### src/verilog/sss_pkg.sv
// Constants for the supply start-up sequencer
// Behaviour
// - Start io and core rails once lockout released and enable high.
// - Io and core at 90%: wait first delay, raise power good, start negative rail.
// - After negative gate rail reaches 90%, wait second delay, start analog and half rails.
// - After analog and half rails reach 90%, wait third delay, start positive gate rail.
// - Three delay settings are programmable by the host over the parallel cfg_wr/cfg_addr/cfg_data write port.
// - Io and core rails start in the same cycle; their 90% points within 3ms (not checked: SSS_RAMP_LOW waits for both goods with no limit).
// - Analog and half-analog rails released together so they ramp in step.
// - Each delay is a 3-bit code, 0 to 70 ms in 10 ms steps.
// - Power-up defaults: first delay code 01h, second and third 03h.
// - Delay settings sit at control addresses 07h, 08h, 09h; written per byte.
package sss_pkg;
  localparam int unsigned CLK_HZ = 250_000_000;
  localparam int unsigned STEP_MS = 10;
  // Cycles in one 10 ms delay step
  localparam int unsigned STEP_CYC = (CLK_HZ / 1000) * STEP_MS;
  localparam int unsigned IO_CORE_GAP_MS = 3;
  localparam int unsigned CODE_W = 3;
  localparam logic [7:0] ADDR_FIRST_DELAY = 8'h07;
  localparam logic [7:0] ADDR_SECOND_DELAY = 8'h08;
  localparam logic [7:0] ADDR_THIRD_DELAY = 8'h09;
  localparam logic [2:0] FIRST_DELAY_RST = 3'h1;
  localparam logic [2:0] SECOND_DELAY_RST = 3'h3;
  localparam logic [2:0] THIRD_DELAY_RST = 3'h3;
  typedef enum logic [2:0] {
    SSS_IDLE, SSS_RAMP_LOW, SSS_WAIT1, SSS_RAMP_NEG, SSS_WAIT2,
    SSS_RAMP_ANA, SSS_WAIT3, SSS_DONE
  } sss_state_e;
endpackage

### src/verilog/sss_sequencer.sv
// Supply start-up sequencer with programmable step delays
`timescale 1ns/100ps
`default_nettype none
module sss_sequencer #(
  parameter int unsigned STEP_CYC = sss_pkg::STEP_CYC
) (
  input wire logic clk_sys,
  input wire logic rst,
  input wire logic clk_en,
  input wire logic input_undervoltage_lockout,
  input wire logic enable,
  input wire logic io_supply_rail_good,
  input wire logic core_supply_rail_good,
  input wire logic negative_gate_rail_good,
  input wire logic analog_supply_rail_good,
  input wire logic half_analog_rail_good,
  input wire logic cfg_wr,
  input wire logic [7:0] cfg_addr,
  input wire logic [7:0] cfg_data,
  output logic io_supply_rail_en,
  output logic core_supply_rail_en,
  output logic power_good_flag,
  output logic negative_gate_rail_en,
  output logic analog_supply_rail_en,
  output logic half_analog_rail_en,
  output logic positive_gate_rail_en,
  output logic seq_done,
  output logic [2:0] first_sequence_delay,
  output logic [2:0] second_sequence_delay,
  output logic [2:0] third_sequence_delay
);
  localparam int unsigned CNT_W = $clog2(STEP_CYC + 1);

  sss_pkg::sss_state_e state_q, state_d;
  logic [CNT_W-1:0] cyc_q, cyc_d;
  logic [2:0] step_q, step_d;
  logic [2:0] first_sequence_delay_d, second_sequence_delay_d, third_sequence_delay_d;
  logic io_en_d, core_en_d, pg_d, neg_en_d;
  logic ana_en_d, half_en_d, pos_en_d, done_d;
  logic run;

  // Delay elapsed once the step count reaches the code
  function automatic logic dly_done(input logic [2:0] steps,
                                    input logic [2:0] code);
    dly_done = (steps == code);
  endfunction

  always_comb begin
    first_sequence_delay_d = first_sequence_delay;
    second_sequence_delay_d = second_sequence_delay;
    third_sequence_delay_d = third_sequence_delay;
    if (cfg_wr) begin
      if (cfg_addr == sss_pkg::ADDR_FIRST_DELAY) begin
        first_sequence_delay_d = cfg_data[2:0];
      end
      if (cfg_addr == sss_pkg::ADDR_SECOND_DELAY) begin
        second_sequence_delay_d = cfg_data[2:0];
      end
      if (cfg_addr == sss_pkg::ADDR_THIRD_DELAY) begin
        third_sequence_delay_d = cfg_data[2:0];
      end
    end
  end

  always_ff @(posedge clk_sys) begin
    if (rst) begin
      first_sequence_delay <= sss_pkg::FIRST_DELAY_RST;
      second_sequence_delay <= sss_pkg::SECOND_DELAY_RST;
      third_sequence_delay <= sss_pkg::THIRD_DELAY_RST;
    end else if (clk_en) begin
      first_sequence_delay <= first_sequence_delay_d;
      second_sequence_delay <= second_sequence_delay_d;
      third_sequence_delay <= third_sequence_delay_d;
    end
  end

  assign run = enable && !input_undervoltage_lockout;

  always_comb begin
    state_d = state_q;
    cyc_d = cyc_q;
    step_d = step_q;
    case (state_q)
      sss_pkg::SSS_IDLE: begin
        if (run) begin
          state_d = sss_pkg::SSS_RAMP_LOW;
        end
      end
      sss_pkg::SSS_RAMP_LOW: begin
        if (io_supply_rail_good && core_supply_rail_good) begin
          state_d = sss_pkg::SSS_WAIT1;
        end
      end
      sss_pkg::SSS_RAMP_NEG: begin
        if (negative_gate_rail_good) begin
          state_d = sss_pkg::SSS_WAIT2;
        end
      end
      sss_pkg::SSS_RAMP_ANA: begin
        if (analog_supply_rail_good && half_analog_rail_good) begin
          state_d = sss_pkg::SSS_WAIT3;
        end
      end
      sss_pkg::SSS_WAIT1, sss_pkg::SSS_WAIT2, sss_pkg::SSS_WAIT3: begin
        if ((state_q == sss_pkg::SSS_WAIT1 &&
             dly_done(step_q, first_sequence_delay)) ||
            (state_q == sss_pkg::SSS_WAIT2 &&
             dly_done(step_q, second_sequence_delay)) ||
            (state_q == sss_pkg::SSS_WAIT3 &&
             dly_done(step_q, third_sequence_delay))) begin
          step_d = 3'h0;
          cyc_d = '0;
          case (state_q)
            sss_pkg::SSS_WAIT1: state_d = sss_pkg::SSS_RAMP_NEG;
            sss_pkg::SSS_WAIT2: state_d = sss_pkg::SSS_RAMP_ANA;
            default: state_d = sss_pkg::SSS_DONE;
          endcase
        end else if (cyc_q == CNT_W'(STEP_CYC - 1)) begin
          cyc_d = '0;
          step_d = step_q + 3'h1;
        end else begin
          cyc_d = cyc_q + CNT_W'(1);
        end
      end
      sss_pkg::SSS_DONE: begin
        state_d = sss_pkg::SSS_DONE;
      end
      default: begin
        state_d = sss_pkg::SSS_IDLE;
      end
    endcase
    if (!run) begin
      state_d = sss_pkg::SSS_IDLE;
      cyc_d = '0;
      step_d = 3'h0;
    end
  end

  always_ff @(posedge clk_sys) begin
    if (rst) begin
      state_q <= sss_pkg::SSS_IDLE;
      cyc_q <= '0;
      step_q <= 3'h0;
    end else if (clk_en) begin
      state_q <= state_d;
      cyc_q <= cyc_d;
      step_q <= step_d;
    end
  end

  // Enables follow the next state, so every output leaves a flop
  always_comb begin
    io_en_d = 1'b0;
    core_en_d = 1'b0;
    pg_d = 1'b0;
    neg_en_d = 1'b0;
    ana_en_d = 1'b0;
    half_en_d = 1'b0;
    pos_en_d = 1'b0;
    done_d = 1'b0;
    case (state_d)
      sss_pkg::SSS_RAMP_LOW, sss_pkg::SSS_WAIT1: begin
        io_en_d = 1'b1;
        core_en_d = 1'b1;
      end
      sss_pkg::SSS_RAMP_NEG, sss_pkg::SSS_WAIT2: begin
        io_en_d = 1'b1;
        core_en_d = 1'b1;
        pg_d = 1'b1;
        neg_en_d = 1'b1;
      end
      sss_pkg::SSS_RAMP_ANA, sss_pkg::SSS_WAIT3: begin
        io_en_d = 1'b1;
        core_en_d = 1'b1;
        pg_d = 1'b1;
        neg_en_d = 1'b1;
        ana_en_d = 1'b1;
        half_en_d = 1'b1;
      end
      sss_pkg::SSS_DONE: begin
        io_en_d = 1'b1;
        core_en_d = 1'b1;
        pg_d = 1'b1;
        neg_en_d = 1'b1;
        ana_en_d = 1'b1;
        half_en_d = 1'b1;
        pos_en_d = 1'b1;
        done_d = 1'b1;
      end
      default: begin
        io_en_d = 1'b0;
      end
    endcase
  end

  always_ff @(posedge clk_sys) begin
    if (rst) begin
      io_supply_rail_en <= 1'b0;
      core_supply_rail_en <= 1'b0;
      power_good_flag <= 1'b0;
      negative_gate_rail_en <= 1'b0;
      analog_supply_rail_en <= 1'b0;
      half_analog_rail_en <= 1'b0;
      positive_gate_rail_en <= 1'b0;
      seq_done <= 1'b0;
    end else if (clk_en) begin
      io_supply_rail_en <= io_en_d;
      core_supply_rail_en <= core_en_d;
      power_good_flag <= pg_d;
      negative_gate_rail_en <= neg_en_d;
      analog_supply_rail_en <= ana_en_d;
      half_analog_rail_en <= half_en_d;
      positive_gate_rail_en <= pos_en_d;
      seq_done <= done_d;
    end
  end
endmodule // sss_sequencer
`default_nettype wire

### config.mk
export PLATFORM = sky130hd
export DESIGN_NAME = sss_sequencer
export DESIGN_NICKNAME = d
export VERILOG_FILES = /design/src/verilog/sss_pkg.sv /design/src/verilog/sss_sequencer.sv
export SDC_FILE = /design/constraint.sdc
export NUM_CORES = 1
export LEC_CHECK = 0
export BUFFER_PORTS_ARGS = -buffer_cell sky130_fd_sc_hd__buf_4
export CAP_MARGIN = 10
export CORE_ASPECT_RATIO = 0.7
export CORE_UTILIZATION = 35
export DETAILED_ROUTE_END_ITERATION = 16
export PLACE_DENSITY_LB_ADDON = 0.2
export SYNTH_ARGS = -nofsm -noshare
export SYNTH_HDL_FRONTEND = slang
export SYNTH_SLANG_ARGS = --single-unit
### constraint.sdc
create_clock -name clk_sys -period 2.5 [get_ports clk_sys]
set_clock_uncertainty 0.05 [all_clocks]
set_input_delay 0 -clock clk_sys [delete_from_list [all_inputs] [get_ports clk_sys]]
set_output_delay 0 -clock clk_sys [all_outputs]
set_load 0.05 [all_outputs]
# After elaboration in Yosys (flattened, before gate mapping)
# Index checks and enable logic that the tools add are counted.
# totals
wordCells	73
out_inout_bits	17
ff_bits	41
input_bits	27
# classes
addsub	2
eq_ne	23
n_reduce_logical	19
mux	19
# op_table
op	count
$mux W22	4
$mux W3	9
$eq A3 B3 Y1 const B	8
$add A22 B1 Y22 const B	1
$eq A22 B22 Y1 const B	1
$pmux W3 S6	1
$eq A8 B4 Y1 const B	2
$eq A3 B2 Y1 const B	4
$reduce_and A3 Y1	4
$eq A3 B3 Y1	3
$eq A8 B3 Y1 const B	1
$reduce_or A7 Y1	1
$eq A3 B1 Y1 const B	2
$logic_and A1 B1 Y1	6
$pmux W3 S2	1
$reduce_or A3 Y1	2
$reduce_or A5 Y1	1
$mux W1	4
$add A3 B1 Y3 const B	1
$logic_not A3 Y1	1
$ne A3 B1 Y1 const B	1
$logic_or A1 B1 Y1	2
$ne A2 B1 Y1 const B	1
$reduce_and A2 Y1	1
$logic_not A1 Y1	1

# Depth between registers and ports, before layout
# Gate-level depths: netlist of the first run.
# logic_depth
ltp_word	10
ltp_mapped	7
mapped_depth_nobuf	6

# Worst setup path after synthesis of the first run
# No wires, ideal clock.
# synth_timing
path_kind	reg2reg
start	register cyc_q[0]
end	register step_q[2]
path_slack_ns	0.417
stages_incl_launch_ff	7
synth_period_minus_slack_ns	2.083
t_required_ns	2.371
arrival_ns	1.953
n_path_buf	0
setup_ns	0.079
cell_sequence	dfxtp_1 ha_1 and4b_1 nand4_1 or4_4 or4b_1 o211ai_1
# synth_between
elab_chain_cells	3
# synth_lines
item	line_no	source
from (decl)	sss_sequencer.sv:35	logic [CNT_W-1:0] cyc_q, cyc_d;
from (signal assigned)	sss_sequencer.sv:146	cyc_q <= cyc_d;
$eq A22 B22 Y1	sss_sequencer.sv:118	end else if (cyc_q == CNT_W'(STEP_CYC - 1)) begin
$ne A3 B1 Y1 (no source line)	-	
$reduce_and A3 Y1 (no source line)	-	
to (signal assigned)	sss_sequencer.sv:147	step_q <= step_d;
to (decl)	sss_sequencer.sv:36	logic [2:0] step_q, step_d;
# No other way between the ends.
# A chain may end at the register's enable or synchronous reset.

# Worst setup path after layout of the first run
# Same ends and word-level chain as after synthesis.

==> impl_metrics.json, run 1 <==
{
  "p_leak_nw": 0.940,
  "start_util": 0.367,
  "die_x_um": 95.1,
  "n_antenna_cell": 0,
  "whs_ns": 0.0265,
  "ys_types": 46,
  "fin_nets": 315,
  "gp_congestion": 0.724,
  "synth_top_area_frac": 0.387,
  "path_cells": "ha_1, and4b_1, nand4_1, or4_4, or4b_1, o211ai_1",
  "cp_max_fo": 4,
  "rows": 23,
  "grt_usage": 0.156,
  "critPathRequiredTime_ns": 2.68,
  "crit_end": "step_q[2]",
  "cts_max_level": 2,
  "first_global_vias": 1553,
  "place_area_um2": 2440,
  "synth_most_common_cell": "dfxtp_1",
  "syn_avg_cell_area_um2": 8.52,
  "dr.pass1.iters": 5,
  "overflow": 0,
  "crit_cells": 6,
  "cts_tree": "yes",
  "start_kind": "flip-flop",
  "synthFlopType": "dfxtp_1",
  "die_area_um2": 6380,
  "io_pins": 44,
  "cp.arrival_ns": 2.42,
  "maxCapViolCount": 0,
  "grt_pass1_wl_um": 7560,
  "synth-edff-count": 0,
  "ant_nets": 0,
  "hp-class": "in2reg",
  "drive_gt1_frac": 0.189,
  "post-place-cells": 347,
  "die_y_um": 67.1,
  "tightest_slew_ns": 0.745,
  "relSlewSlack": 0.503,
  "slew_viol_final": 0,
  "slowest_delay_ns": 0.57,
  "final_cells": 361,
  "finalPower_mw": 1.20,
  "yosys-top-cells-count": "dfxtp_1 (41), nor2_1 (40), xnor2_1 (27), clkbuf_1 (13), nand2_1 (13)",
  "power.density_nw_per_um2": 462,
  "crit_path_end_kind": "flip-flop",
  "fill_cells": 553,
  "routed_wl_um": 4690,
  "clockRootBuffer": "clkbuf_8",
  "pre_cts_ws_ns": 0.300,
  "setup_slack_ns": 0.259,
  "grt_max_degree": 24,
  "ff2ff_setup_slack_ns": 0.26,
  "reg2regPathDepth": 6,
  "syn_inst": 249,
  "clk_pin_slew_worst_paths_ns": 0.08,
  "utilization": 0.448,
  "viasPerCell": 4.99,
  "drc": 0,
  "area_growth_syn_to_layout_pct": 22.2,
  "clock_latency_ns": 0.30,
  "worst-path-buf-inv": 0,
  "rsz0062_at_grt": "false",
  "vias": 1801,
  "fin_crit_sh": 0.897,
  "numCtsBuffers": 5,
  "yosysTopAreaCell": "dfxtp_1",
  "r2r-start": "cyc_q[0]",
  "outcome": "complete, no violations",
  "criticalPathCategory": "reg2reg",
  "antenna_found_initial": 0,
  "finalSetupTns_ns": 0,
  "hpwl_um": 3300,
  "synthArstFlopShare": 0,
  "syn_nets": 278,
  "portBuffers": 38,
  "clock.fmax_mhz": 446,
  "r2r_end": "step_q[2]",
  "cts_sinks": 41,
  "wl_per_cell_um": 13.0,
  "cts_buffer_depth": 2,
  "crit_start": "cyc_q[0]",
  "synth_seq_cells": 41,
  "cts_setup_buffers": 0,
  "core_um2": 5780,
  "ys_warn_count": 0,
  "crit_family": "simple AND/OR/NAND/NOR gates",
  "setup_violations": 0,
  "drtIter0Drc": 102,
  "hold_viol": 0,
  "synth_seq_area_share": 0.387,
  "irDropWorstVdd_mv": 0.214,
  "fin_crit_ns": 2.24,
  "synthTopCellsByArea": "dfxtp_1 (39%), xnor2_1 (11%), nor2_1 (7.1%), nand4_1 (2.9%), mux2i_1 (2.8%)",
  "crit_slowest_cell": "or4_4",
  "synth_area_um2": 2120,
  "final_area_um2": 2590
}
power by group:
group	leakage (nW)	switching [mW]	internal, mW
sequential	0.331	0.00437	0.656
combinational	0.565	0.0469	0.0435
clock	0.0443	0.228	0.219
total	0.940	0.279	0.919
worst reg2reg max path: cells and delay by family (launching register included):
kind | cells | cell delay (ns)
AND/OR/NAND/NOR | 4 | 1.41
adder cells (fa/ha/maj) | 1 | 0.24
AO/OA/AOI/OAI | 1 | 0.10
flip-flops | 1 | 0.38
layout by cell type, fill, tap and decap left out, types with 2 or more instances in the layout:
master / netlist / layout
nand2_1: 13 / 13
xor2_1: 3 / 3
dfxtp_1: 41 / 41
nand3_1: 6 / 6
a31oi_1: 2 / 2
nor4_1: 6 / 6
mux2i_1: 6 / 6
nor3b_1: 4 / 4
clkbuf_8: 0 / 6
nand4b_1: 2 / 2
nor2_1: 40 / 40
nor3_1: 9 / 9
o21ai_0: 3 / 3
buf_4: 4 / 40
or3_1: 2 / 2
ha_1: 2 / 2
a21oi_1: 6 / 6
a221oi_1: 2 / 2
a211o_1: 5 / 5
inv_1: 11 / 11
xnor2_1: 27 / 27
nor2b_1: 2 / 2
dlygate4sd3_1: 0 / 7
nand2b_1: 5 / 5
o211ai_1: 4 / 4
nand4_1: 10 / 10
final cells by class:
cell class / count / area (µm²) / area share
Sequential cell: 41 / 821 / 0.316
Timing Repair Buffer: 47 / 370 / 0.143
Clock buffer: 7 / 86.3 / 0.0333
Tap cell: 75 / 93.8 / 0.0362
Multi-Input combinational cell: 180 / 1180 / 0.455
Inverter: 11 / 41.3 / 0.0159
layer usage:
layer  track usage  share of wire  up-vias
li1              -              -      945
met1         0.234           0.56      815
met2         0.207           0.39       34
met3        0.0417          0.039        7
met4        0.0625          0.016        0
met5             0              0        -
logic make-up (layout without fill, tap and decap cells):
group / count (synthesis) / in the layout / synth area share
compound gates: 32 / 32 / 0.111
xor+xnor: 30 / 30 / 0.124
fa+ha+maj: 2 / 2 / 0.0118
buf+inv: 28 / 65 / 0.0566
flops: 41 / 41 / 0.387
mux: 6 / 6 / 0.0283
simple gates: 110 / 110 / 0.281
worst min-delay path by stage:
| stage | startpoint | depth (start not counted) | slack [ns] | to |
|---|---|---|---|---|
| 5_1_grt | input_undervoltage_lockout | 4 | 0.04 | state_q[0] |
| 3_3_place_gp | cfg_data[1] | 3 | 0.20 | first_sequence_delay[1] |
| 6_report | input_undervoltage_lockout | 4 | 0.03 | state_q[0] |
| 4_1_cts | input_undervoltage_lockout | 4 | 0.02 | state_q[0] |
| 2_1_floorplan | cfg_data[1] | 2 | 0.09 | first_sequence_delay[1] |
| 3_5_place_dp | cfg_data[1] | 3 | 0.21 | first_sequence_delay[1] |
flip-flops by register name (all words and copies together) (netlist names):
name,cells
first_sequence_delay,3
second_sequence_delay,3
half_analog_rail_en,1
cyc_q,22
seq_done,1
third_sequence_delay,3
step_q,3
state_q,3
negative_gate_rail_en,1
core_supply_rail_en,1
timing repair:
item / 4_1_cts / 5_1_grt
endpoints found under the hold margin: 14 / 0
hold buffers: 7 / 0
gates resized for setup: 0 / 0
Power figures use the tool's default switching activity.
==> inputs of run 2 (changes only) <==
- PLACE_DENSITY: unset -> 0.62
- PLACE_DENSITY_LB_ADDON: 0.2 -> unset
==> impl_metrics.json, run 2 (synthesis results as in run 1) <==
{
  "slowest_delay_ns": 0.57,
  "finalSetupTns_ns": 0,
  "criticalPathCategory": "reg2reg",
  "vias": 1835,
  "irDropWorstVdd_mv": 0.178,
  "whs_ns": -0.0000293,
  "fill_cells": 576,
  "cts_max_level": 2,
  "largest_register_ffs": 22,
  "grt_max_degree": 21,
  "gp_congestion": 0.740,
  "start_kind": "flip-flop",
  "core_um2": 5780,
  "overflow": 0,
  "hp-class": "in2reg",
  "p_leak_nw": 0.929,
  "rsz0062_at_grt": "false",
  "n_antenna_cell": 0,
  "finalPower_mw": 1.20,
  "cts-resized-gates": 0,
  "setup_violations": 0,
  "dr.pass1.iters": 4,
  "io_pins": 44,
  "ant_nets": 0,
  "fin_crit_sh": 0.892,
  "path_cells": "ha_1, and4b_1, nand4_1, or4_4, or4b_1, o211ai_1",
  "grt_usage": 0.160,
  "regArea_um2": 821,
  "cts_tree": "yes",
  "die_area_um2": 6380,
  "crit_path_end_kind": "flip-flop",
  "antenna_found_initial": 0,
  "setup_slack_ns": 0.270,
  "numCtsBuffers": 5,
  "fin_crit_ns": 2.23,
  "drc": 0,
  "start_util": 0.367,
  "portBuffers": 38,
  "die_y_um": 67.1,
  "clk_pin_slew_worst_paths_ns": 0.09,
  "clock_latency_ns": 0.31,
  "final_cell_mix": "dfxtp_1 (41), buf_4 (41), nor2_1 (40)",
  "hpwl_um": 3380,
  "rows": 23,
  "cts_sinks": 41,
  "viasPerCell": 5.07,
  "worst-path-buf-inv": 0,
  "pre_cts_ws_ns": 0.285,
  "drtIter0Drc": 69,
  "drive_gt1_frac": 0.199,
  "cts_buffer_depth": 2,
  "grt_pass1_wl_um": 7710,
  "cp.arrival_ns": 2.42,
  "hold_viol": 1,
  "area_growth_syn_to_layout_pct": 22.3,
  "wl_per_cell_um": 12.7,
  "clock.fmax_mhz": 448,
  "fin_nets": 315,
  "multi_input_area_um2": 1180,
  "first_global_vias": 1603,
  "slew_viol_final": 0,
  "clockRootBuffer": "clkbuf_8",
  "regMostFlops": "cyc_q",
  "cp_max_fo": 4,
  "routed_wl_um": 4600,
  "tightest_slew_ns": 0.757,
  "critPathRequiredTime_ns": 2.69,
  "maxCapViolCount": 0,
  "crit_slowest_cell": "or4_4",
  "crit_family": "simple AND/OR/NAND/NOR gates",
  "violations": "negative hold slack",
  "outcome": "finished, violations left",
  "relSlewSlack": 0.494,
  "die_x_um": 95.1,
  "power.density_nw_per_um2": 462
}
-- run 2: cell types whose count changed in the layout (fill, tap and decap cells not counted) --
cell,change
clkbuf_8,-1
buf_4,+1
dlygate4sd3_1,-1
clkbuf_1,-1
clkinvlp_4,+3
-- run 2: final timing paths --
path,startpoint,endpoint,slack (ns),depth (start not counted)
min,input_undervoltage_lockout,state_q[0],-0.00003,4
min reg2reg,cyc_q[1],cyc_q[1],0.43,2
max,cyc_q[0],step_q[2],0.27,6
max reg2reg,cyc_q[0],step_q[2],0.27,6
-- run 2: routing by layer --
layer / routed length, µm / GRT usage / up-vias
li1: - / - / 942
met1: 2480 / 0.233 / 851
met2: 1890 / 0.227 / 36
met3: 181 / 0.0372 / 6
met4: 42 / 0.0625 / 0
met5: 0 / 0 / -
-- run 2: repair_timing --
action	4_1_cts	5_1_grt
hold endpoints to repair	16	0
hold buffers	6	0
setup buffers	0	0
-- run 2: metrics by stage --
step	utilization	cells	instance area [µm²]
after floorplan	-	249	2120
after global placement	0.423	348	2440
after detailed placement	0.423	348	2440
after CTS	0.449	362	2600
after global routing	0.449	362	2600
final	0.449	362	2600
-- run 2: layout make-up --
| type | count | area share |
|---|---|---|
| multi-input combinational | 180 | 0.455 |
| sequential | 41 | 0.316 |
| timing repair buffer | 47 | 0.142 |
| tap | 75 | 0.0361 |
| clock buffer | 5 | 0.0265 |
| inverter | 11 | 0.0159 |
| clock inverter | 3 | 0.00867 |
-- run 2: tightest hold or removal path: cells and delay by family --
kind	cells	cell delay, ns
compound gates	2	0.16
buf+inv	1	0.08
simple gates	1	0.07
-- run 2: report_power, final --
| part | internal (mW) | switching, mW |
|---|---|---|
| logic | 0.0451 | 0.0464 |
| registers | 0.656 | 0.00425 |
| clock network | 0.196 | 0.252 |
==> inputs of run 3 (changes only) <==
- CORE_UTILIZATION: 35 -> 40
- PLACE_DENSITY: 0.62 -> 0.68
==> impl_metrics.json, run 3 (synthesis results as in run 1) <==
{
  "slew_viol_final": 0,
  "criticalPathCategory": "reg2reg",
  "r2r_end": "step_q[0]",
  "reg2regPathDepth": 6,
  "power.density_nw_per_um2": 499,
  "fill_cells": 474,
  "area_growth_syn_to_layout_pct": 24.3,
  "core_um2": 4940,
  "cts_sinks": 41,
  "maxCapViolCount": 0,
  "die_area_um2": 5610,
  "cts_tree": "yes",
  "cp.arrival_ns": 2.42,
  "crit_start": "cyc_q[0]",
  "p_leak_nw": 0.961,
  "fin_crit_ns": 2.24,
  "crit_slowest_cell": "or4_4",
  "crit_end": "step_q[0]",
  "portBuffers": 38,
  "clk_pin_slew_worst_paths_ns": 0.08,
  "place_area_um2": 2440,
  "clock_latency_ns": 0.30,
  "path_cells": "ha_1, and4b_1, nand4_1, or4_4, or4_1, o21ai_1",
  "cp_max_fo": 4,
  "slowest_delay_ns": 0.58,
  "antenna_found_initial": 0,
  "cts_max_level": 2,
  "setup_violations": 0,
  "crit_cells": 6,
  "die_y_um": 62.9,
  "relSlewSlack": 0.514,
  "hpwl_um": 3390,
  "wl_per_cell_um": 13.2,
  "regMostFlops": "cyc_q",
  "clock.fmax_mhz": 447,
  "whs_ns": 0.0827,
  "die_x_um": 89.1,
  "numCtsBuffers": 5,
  "hold_viol": 0,
  "grt_max_degree": 21,
  "ant_nets": 0,
  "rsz0062_at_grt": "false",
  "rows": 21,
  "final_area_um2": 2640,
  "fin_crit_sh": 0.894,
  "r2r-start": "cyc_q[0]",
  "worst-path-buf-inv": 0,
  "final_cell_mix": "dfxtp_1 (41), buf_4 (41), nor2_1 (40)",
  "start_kind": "flip-flop",
  "overflow": 0,
  "largest_register_ffs": 22,
  "outcome": "complete, no violations",
  "dr.pass1.iters": 4,
  "crit_path_end_kind": "flip-flop",
  "critPathRequiredTime_ns": 2.68,
  "ff2ff_setup_slack_ns": 0.26,
  "hp-class": "in2reg",
  "clockRootBuffer": "clkbuf_8",
  "irDropWorstVdd_mv": 0.293,
  "vias": 1827,
  "drive_gt1_frac": 0.197,
  "final_cells": 358,
  "grt_pass1_wl_um": 7800,
  "grt_usage": 0.182,
  "hold_start": "cfg_addr[1]",
  "cts_buffer_depth": 2,
  "finalSetupTns_ns": 0,
  "drtIter0Drc": 50,
  "fin_nets": 317,
  "first_global_vias": 1693,
  "utilization": 0.534,
  "crit_family": "simple AND/OR/NAND/NOR gates",
  "tightest_slew_ns": 0.728,
  "viasPerCell": 5.10,
  "drc": 0,
  "gp_congestion": 0.737,
  "routed_wl_um": 4710,
  "post-place-cells": 342,
  "start_util": 0.430,
  "n_antenna_cell": 0,
  "io_pins": 44,
  "cts-resized-gates": 0
}
## run 3: cell types whose count changed in the layout (fill, tap and decap cells not counted), sizes merged
cell	change
bufinv	+1
clkbuf	+1
clkinvlp	-2
dlygate4sd3	+2
## run 3: timing repair
item                                   in CTS  in global routing
endpoints found under the hold margin      14                  0
hold buffers                                8                  0
setup buffers                               0                  0
## run 3: tightest hold or removal path, delay by kind of cell
kind	cells	cell delay (ns)
buffers and inverters	1	0.09
AOI/OAI and AO/OA	1	0.13
and+or+nand+nor	1	0.18
## run 3: report_power, final
group          internal, mW  total (mW)  switching [mW]
Combinational        0.0445      0.0914          0.0469
Clock                 0.325       0.564           0.240
Sequential            0.656       0.660         0.00414
## run 3: layout make-up
cell class | instances | area [µm²] | share of cell area
Sequential cell | 41 | 821 | 0.311
Clock buffer | 6 | 82.6 | 0.0313
Tap cell | 69 | 86.3 | 0.0327
Timing Repair Buffer | 49 | 388 | 0.147
Inverter | 11 | 41.3 | 0.0157
Clock inverter | 2 | 37.5 | 0.0142
Multi-Input combinational cell | 180 | 1180 | 0.448
## run 3: how the worst min path moves through the flow
stage,end,slack [ns],depth (start not counted)
3_3_place_gp,second_sequence_delay[2],0.20,3
3_5_place_dp,first_sequence_delay[1],0.21,3
6_report,third_sequence_delay[1],0.08,3
5_1_grt,third_sequence_delay[1],0.1,3
2_1_floorplan,first_sequence_delay[1],0.09,2
4_1_cts,third_sequence_delay[1],0.07,3
## run 3: per-layer routing
layer,global-route usage,part of all wire,vias up
li1,-,-,951
met1,0.259,0.53,841
met2,0.261,0.42,27
met3,0.0357,0.032,8
met4,0.0833,0.020,0
met5,0,0,-
## run 3: stage by stage
| step | setup WS (ns) | power [mW] |
|---|---|---|
| 6_report | 0.264 | 1.32 |
| 5_1_grt | 0.144 | 1.37 |
| 4_1_cts | 0.270 | 1.33 |
| 3_5_place_dp | 0.287 | 0.760 |
| 3_3_place_gp | 0.319 | 0.758 |
| 2_1_floorplan | 0.417 | 0.720 |
